==> src/pkg/bmon_pkg.sv <==
package bmon_pkg;

  // Configuration memory: shadow RAM bytes backed by EEPROM bytes
  localparam int CFG_BYTES = 76;
  localparam logic [7:0] CFG_LAST = 8'h4B;
  localparam logic [4:0] CFG_LAST_PAGE = 5'h12;
  // User EEPROM area, no shadow RAM
  localparam logic [7:0] USER_FIRST = 8'h50;
  localparam logic [7:0] USER_LAST = 8'h57;
  localparam int EE_PAGES = 22;
  localparam int PAGE_BYTES = 4;

  // Transient RAM area
  localparam logic [7:0] STAT_FIRST = 8'h80;
  localparam logic [7:0] STAT_LAST = 8'h84;
  localparam int STAT_IN_BYTES = 4;
  localparam logic [7:0] WR_FIRST = 8'h84;
  localparam logic [7:0] WR_LAST = 8'h89;
  localparam int N_OVR = 6;
  localparam logic [7:0] MEAS_FIRST = 8'h8E;
  localparam logic [7:0] MEAS_LAST = 8'hAB;
  localparam int MEAS_BYTES = 30;

  // memory_access_select register
  localparam logic [7:0] ACCESS_SEL = 8'h89;
  localparam int ACC_EE_BIT = 0;
  localparam logic [7:0] ACC_RESET = 8'h00;
  localparam logic [7:0] OVR_RESET = 8'h00;

  // overvoltage_threshold field in shadow RAM
  localparam int OV_LO_IDX = 0;
  localparam int OV_HI_IDX = 1;
  localparam int VOLT_W = 12;

  typedef enum logic [1:0] {
    ST_LOAD = 2'b00,
    ST_LOAD_CAP = 2'b01,
    ST_IDLE = 2'b10,
    ST_DONE = 2'b11
  } state_t;

  typedef struct packed {
    logic rd;
    logic wr;
    logic page;
    logic [7:0] addr;
    logic [31:0] wdata;
  } host_req_t;

  typedef struct packed {
    logic ready;
    logic ack;
    logic [7:0] rdata;
  } host_rsp_t;

endpackage

==> src/rtl/ee_array.sv <==
`timescale 1ns/1ps
module ee_array #(
  parameter int DEPTH = 22,
  parameter int AW = 5,
  parameter int DW = 32
) (
  input wire logic core_clk,
  input wire logic ce,
  input wire logic we,
  input wire logic [AW-1:0] addr,
  input wire logic [DW-1:0] wdata,
  output logic [DW-1:0] rdata
);
  logic [DW-1:0] mem [DEPTH];

  // Cells ship cleared
  initial begin
    for (int i = 0; i < DEPTH; i++) begin
      mem[i] = '0;
    end
  end

  always_ff @(posedge core_clk) begin
    if (ce) begin
      if (we) begin
        mem[addr] <= wdata;
      end
      rdata <= mem[addr];
    end
  end
endmodule

==> src/rtl/bmon_mem_access.sv <==
`timescale 1ns/1ps
// Function
// - Host writes in the RAM area land only at 84H to 89H.
// - A RAM write changes storage only when the write completes.
// - Status registers are readable at 80H to 83H.
// - Measurement results are readable at 8EH to ABH.
// - After reset the whole EEPROM configuration is copied to shadow.
// - Operation is governed by the shadow RAM values only.
// - EEPROM accesses never touch the shadow RAM.
// - EEPROM writes act only after the reload to shadow that follows reset.
// - A shadow threshold write changes fault detection at once.
// - The access code at 89H selects shadow RAM or EEPROM.
// - Shadow RAM bytes are writable one at a time.
// - Configuration memory spans 0H to 4BH, shadow plus EEPROM.
// - User area has no shadow, goes to EEPROM, reads zero when new.
module bmon_mem_access
  import bmon_pkg::*;
#(
  parameter int N_PAGES = EE_PAGES
) (
  input wire logic core_clk,
  input wire logic reset,
  input wire logic ce,
  input wire host_req_t host_req,
  output host_rsp_t host_rsp,
  input wire logic [STAT_IN_BYTES-1:0][7:0] status_in,
  input wire logic [MEAS_BYTES-1:0][7:0] meas_in,
  input wire logic [VOLT_W-1:0] cell_voltage_max,
  output logic [N_OVR-1:0][7:0] override_regs,
  output logic ov_fault,
  output logic cfg_loaded
);

  typedef struct packed {
    state_t state;
    logic [4:0] cnt;
    logic [CFG_BYTES-1:0][7:0] shadow;
    logic [N_OVR-1:0][7:0] ovr;
    host_req_t req;
    host_rsp_t rsp;
    logic ov_fault;
    logic loaded;
  } bmon_state_t;

  bmon_state_t st_q;
  bmon_state_t st_d;

  logic ee_we;
  logic [4:0] ee_addr;
  logic [31:0] ee_rdata;
  logic ee_sel;
  logic in_cfg;
  logic in_user;
  logic [7:0] ee_byte;
  logic [VOLT_W-1:0] ov_level;

  ee_array #(
    .DEPTH(N_PAGES),
    .AW(5),
    .DW(32)
  ) u_ee (
    .core_clk(core_clk),
    .ce(ce),
    .we(ee_we),
    .addr(ee_addr),
    .wdata(st_q.req.wdata),
    .rdata(ee_rdata)
  );

  always_comb begin
    ee_sel = st_q.ovr[ACCESS_SEL - WR_FIRST][ACC_EE_BIT];
    in_cfg = st_q.req.addr <= CFG_LAST;
    in_user = (st_q.req.addr >= USER_FIRST) && (st_q.req.addr <= USER_LAST);
    ee_byte = ee_rdata[8*st_q.req.addr[1:0] +: 8];
    ov_level = {st_q.shadow[OV_HI_IDX][3:0], st_q.shadow[OV_LO_IDX]};
    // Word address: load walk, committed request, or incoming request
    if (st_q.state == ST_LOAD) begin
      ee_addr = st_q.cnt;
    end else if (st_q.state == ST_DONE) begin
      ee_addr = st_q.req.addr[6:2];
    end else begin
      ee_addr = host_req.addr[6:2];
    end
    // Whole aligned page only, in EEPROM mode or the user area
    ee_we = (st_q.state == ST_DONE) && st_q.req.wr && st_q.req.page
      && (st_q.req.addr[1:0] == 2'b00)
      && ((in_cfg && ee_sel) || in_user);
  end

  always_comb begin
    st_d = st_q;
    st_d.rsp.ack = 1'b0;
    // Fault level follows live shadow contents
    st_d.ov_fault = st_q.loaded
      && (cell_voltage_max > ov_level);
    case (st_q.state)
      ST_LOAD: begin
        st_d.state = ST_LOAD_CAP;
      end
      ST_LOAD_CAP: begin
        for (int b = 0; b < PAGE_BYTES; b++) begin
          if (32'(st_q.cnt) * PAGE_BYTES + b < CFG_BYTES) begin
            st_d.shadow[7'(st_q.cnt * PAGE_BYTES + b)] =
              ee_rdata[8*b +: 8];
          end
        end
        if (st_q.cnt == CFG_LAST_PAGE) begin
          st_d.state = ST_IDLE;
          st_d.loaded = 1'b1;
          st_d.rsp.ready = 1'b1;
        end else begin
          st_d.cnt = st_q.cnt + 5'd1;
          st_d.state = ST_LOAD;
        end
      end
      ST_IDLE: begin
        if (host_req.rd || host_req.wr) begin
          st_d.req = host_req;
          st_d.rsp.ready = 1'b0;
          st_d.state = ST_DONE;
        end
      end
      ST_DONE: begin
        st_d.rsp.rdata = 8'h00;
        if (in_cfg && !ee_sel) begin
          st_d.rsp.rdata = st_q.shadow[st_q.req.addr[6:0]];
          if (st_q.req.wr && !st_q.req.page) begin
            st_d.shadow[st_q.req.addr[6:0]] =
              st_q.req.wdata[7:0];
          end
        end else if (in_cfg || in_user) begin
          st_d.rsp.rdata = ee_byte;
        end else if (st_q.req.addr >= WR_FIRST
          && st_q.req.addr <= WR_LAST) begin
          st_d.rsp.rdata = st_q.ovr[st_q.req.addr - WR_FIRST];
          if (st_q.req.wr && !st_q.req.page) begin
            st_d.ovr[st_q.req.addr - WR_FIRST] =
              st_q.req.wdata[7:0];
          end
        end else if (st_q.req.addr >= STAT_FIRST
          && st_q.req.addr < STAT_LAST) begin
          st_d.rsp.rdata =
            status_in[st_q.req.addr - STAT_FIRST];
        end else if (st_q.req.addr >= MEAS_FIRST
          && st_q.req.addr <= MEAS_LAST) begin
          st_d.rsp.rdata =
            meas_in[st_q.req.addr - MEAS_FIRST];
        end
        st_d.rsp.ack = 1'b1;
        st_d.rsp.ready = 1'b1;
        st_d.state = ST_IDLE;
      end
      default: begin
        st_d.state = ST_IDLE;
      end
    endcase
  end

  always_ff @(posedge core_clk) begin
    if (reset) begin
      st_q.state <= ST_LOAD;
      st_q.cnt <= 5'd0;
      st_q.shadow <= '0;
      st_q.ovr <= {ACC_RESET, {(N_OVR-1){OVR_RESET}}};
      st_q.req <= '0;
      st_q.rsp <= '0;
      st_q.ov_fault <= 1'b0;
      st_q.loaded <= 1'b0;
    end else if (ce) begin
      st_q <= st_d;
    end
  end

  assign host_rsp = st_q.rsp;
  assign override_regs = st_q.ovr;
  assign ov_fault = st_q.ov_fault;
  assign cfg_loaded = st_q.loaded;

endmodule

==> config.mk <==
export PLATFORM = sky130hd
export DESIGN_NAME = bmon_mem_access
export DESIGN_NICKNAME = d
export VERILOG_FILES = /design/src/pkg/bmon_pkg.sv /design/src/rtl/ee_array.sv /design/src/rtl/bmon_mem_access.sv
export SDC_FILE = /design/constraint.sdc
export NUM_CORES = 2
export LEC_CHECK = 0
export BUFFER_PORTS_ARGS = -buffer_cell sky130_fd_sc_hd__buf_4
export CORE_ASPECT_RATIO = 1.25
export CORE_MARGIN = 2
export CORE_UTILIZATION = 50
export DETAILED_ROUTE_END_ITERATION = 6
export MAX_ROUTING_LAYER = met4
export PLACE_DENSITY = 0.71
export SLEW_MARGIN = 5
export SYNTH_ARGS = -nofsm -noshare
export SYNTH_HDL_FRONTEND = slang
export SYNTH_SLANG_ARGS = --single-unit
==> constraint.sdc <==
create_clock -name core_clk -period 7.1 [get_ports core_clk]
set_input_delay 1.42 -clock core_clk [delete_from_list [all_inputs] [get_ports core_clk]]
set_output_delay 1.42 -clock core_clk [all_outputs]
set_load 0.01 [all_outputs]
==> metrics.cfg <==
[logic_synthesis]
async_flop_share_pct = 0
syn_nets = 6274
synthFlopType = edfxtp_1
synth_cell_types = 79
synth_edf_count = 736
ys_seq_area_share_pct = 52.21
syn-cell-area_sq_um = 69830
synth_warnings = 0
synthCells = 5920
syn_avg_cell_area_sq_um = 11.79
synth_seq_cells = 1453

[placement]
portBuffers = 389
dp.cells = 7701
place_area_sq_um = 73580
place_ws_ns = 2.413
place_congestion = 1.072
dp.final_hpwl_microns = 169600

[cts]
clk_latency_ns = 0.83
cts.sinks = 1453
clk_pin_slew_ns = 0.07
htree_levels = 4
clockRootBuffer = clkbuf_16
ctsHoldBuffers = 0
cts_made_buffers = 149
cts_tree = done
post_cts_resized = 0
cts_buffer_depth = 3
cts_setup_buffers = 0

[cells_and_area]
finalNetCount = 6346
area_delta_synth_final_pct = 12.52
ff_latch_area_sq_um = 36500
fin_area_sq_um = 78570
multi_input_area_sq_um = 30350
final_cell_mix = nor2_1, edfxtp_1, dfxtp_1
final_common_cell = nor2_1
fillers = 11250
layout-drive-gt1-share_pct = 22.68
stdcell_count = 7987

[power_and_ir_drop]
max-vdd-ir-drop_mv = 0.2667
p_leak_nw = 25.73
total_power_mw = 17.66
p_per_area_nw_per_um2 = 224.8

[sta]
slew_viol_final = 0
relSlewSlack_pct = 5.814
finalSetupTns_ns = 0
finalHoldViolCount = 0
fin_skew_ns = 0.03861
tightest_slew_ns = 1.413
fmax_ghz = 0.2056
period_minus_slack_ns = 4.864
min_period_over_period_pct = 68.50
setup_viol = 0
fin_ws_ns = 2.236
rsz0062_at_grt = no

[worst_setup_path]
crit_type = flip-flop to flip-flop
worstPathArrival_ns = 5.61
r2r-start = st_q[47]
end_kind = flip-flop
crit_required_ns = 7.85
cp-start-kind = flip-flop
rr_worst_depth = 10
reg2reg_setup_slack_ns = 2.24
cp_slowest_cell = nor4b_2
r2r-end = host_rsp[5]
crit_chain = inv_1 -> buf_4 -> ha_1 -> nor4b_2 -> nor2_1 -> o21ai_2 -> a221oi_1 -> a2111oi_0 -> o31ai_1 -> o21ai_1
cpPeakStageDelay_ns = 0.99
critPathMaxFanout = 21

[min_path]
hold_depth = 2
min_path_type = flip-flop to flip-flop
holdPathEnd = override_regs[6]
hold_start = override_regs[6]

[floorplan]
die_y_microns = 421.8
fp.dieArea_sq_um = 142700
die_w_microns = 338.2
core_area_sq_um = 138800
initial_core_util_pct = 50.31
num_io_pins = 390
rows = 153

[routing]
drtPass1Iterations = 7
viasPerCell = 6.927
detail_route.wirelength_microns = 265600
remaining_drc_errors = 0
via_count = 55330
wl_per_cell_microns = 33.25
ant_nets = 0
drt_iter0_drc = 8353

[global_route]
gr-total-overflow = 0
grt_use_total_pct = 37.62
first_global_vias = 52990
grt_first_pass_wirelength_microns = 380400
antenna_found_initial = 17
grt_max_degree = 217

[run]
cap_violations = 0

[outcome]
status = completed

[power breakdown]
group	total (mW)	internal (mW)	switching, mW
Sequential	8.78	8.75	0.0255
Clock	8.01	4.55	3.45
Combinational	0.877	0.310	0.567
[synthesized netlist by cell type, types with 14 or more instances]
cell type,instances,area [sq um]
nor2b_1,21,131.4
nand2b_1,22,137.6
a31oi_1,39,244.0
mux2_2,19,214.0
mux4_2,368,8288
nor2_1,870,3266
a221oi_1,15,131.4
a21oi_1,160,800.8
nand4_1,15,93.84
nand2_1,358,1344
o221a_2,24,270.3
a21o_1,35,262.8
and2_1,20,125.1
inv_1,53,198.9
nor3_1,190,950.9
a211oi_4,19,380.4
nand3_1,39,195.2
and3_1,17,106.4
a221oi_4,25,656.9
buf_4,97,728.2
o21ai_0,14,70.07
clkbuf_1,317,1190
a211oi_2,42,525.5
dfxtp_1,717,14350
o22ai_1,113,706.9
buf_6,40,450.4
a22oi_1,511,3836
a21oi_4,16,260.3
ha_1,24,300.3
buf_2,124,620.6
mux2i_1,187,1872
edfxtp_1,736,22100
buf_1,45,168.9
a211oi_1,488,3664
[per-stage QoR]
stage / utilization (%) / hold slack [ns]
2_1_floorplan: - / 0.4424
3_3_place_gp: 53.02 / 0.4574
3_5_place_dp: 53.02 / 0.4684
4_1_cts: 56.57 / 0.4760
5_1_grt: 56.60 / 0.4957
6_report: 56.61 / 0.4790
[area by class of cell]
| cell class | count | area share, % |
|---|---|---|
| well taps | 1860 | 2.962 |
| diodes | 19 | 0.06052 |
| repair buffers | 544 | 5.367 |
| flip-flops and latches | 1453 | 46.45 |
| inverters | 55 | 0.2628 |
| clock inverters | 71 | 1.029 |
| multi-input cells | 3789 | 38.62 |
| clock buffers | 196 | 5.243 |
[worst max path at each step]
stage          slack (ns)    startpoint                to  depth (start not counted)
4_1_cts              2.48      st_q[47]   u_ee.mem[4][24]                          9
3_5_place_dp         2.41  host_req[35]  u_ee.mem[10][29]                          7
5_1_grt              2.23      st_q[47]   u_ee.mem[4][24]                          9
2_1_floorplan        1.43      st_q[47]    u_ee.mem[0][0]                         15
6_report             2.24      st_q[47]       host_rsp[5]                         10
3_3_place_gp         2.41  host_req[35]    u_ee.rdata[25]                          9
[cell families after synthesis]
family / Yosys count / share of synthesized area, %
adder cells (fa/ha/maj): 24 / 0.4301
AND/OR/NAND/NOR: 1594 / 9.606
XOR/XNOR: 10 / 0.1254
flip-flops: 1453 / 52.21
multiplexers: 574 / 14.86
AO/OA/AOI/OAI: 1587 / 17.95
buffers and inverters: 678 / 4.818
[state kept, by name (all words and copies together) (netlist names)]
register,flops
u_ee.rdata,32
st_q,645
ov_fault,1
ov_level,12
u_ee.mem,704
host_rsp,10
override_regs,48
cfg_loaded,1
[critical path: cells and delay by family, from the launching register on]
kind / cells / cell delay (ns)
simple gates: 2 / 1.20
compound gates: 5 / 2.27
buf+inv: 2 / 0.49
fa+ha+maj: 1 / 0.35
flops: 1 / 0.45
[metal layers]
metal	global-route usage [%]	vias up	share of wire, %
li1	-	23000	-
met1	43.56	27070	34
met2	55.34	4081	45
met3	10.15	1179	11
met4	29.67	0	9.6
met5	-	-	0
No activity file was read; power rests on OpenSTA's default activity.
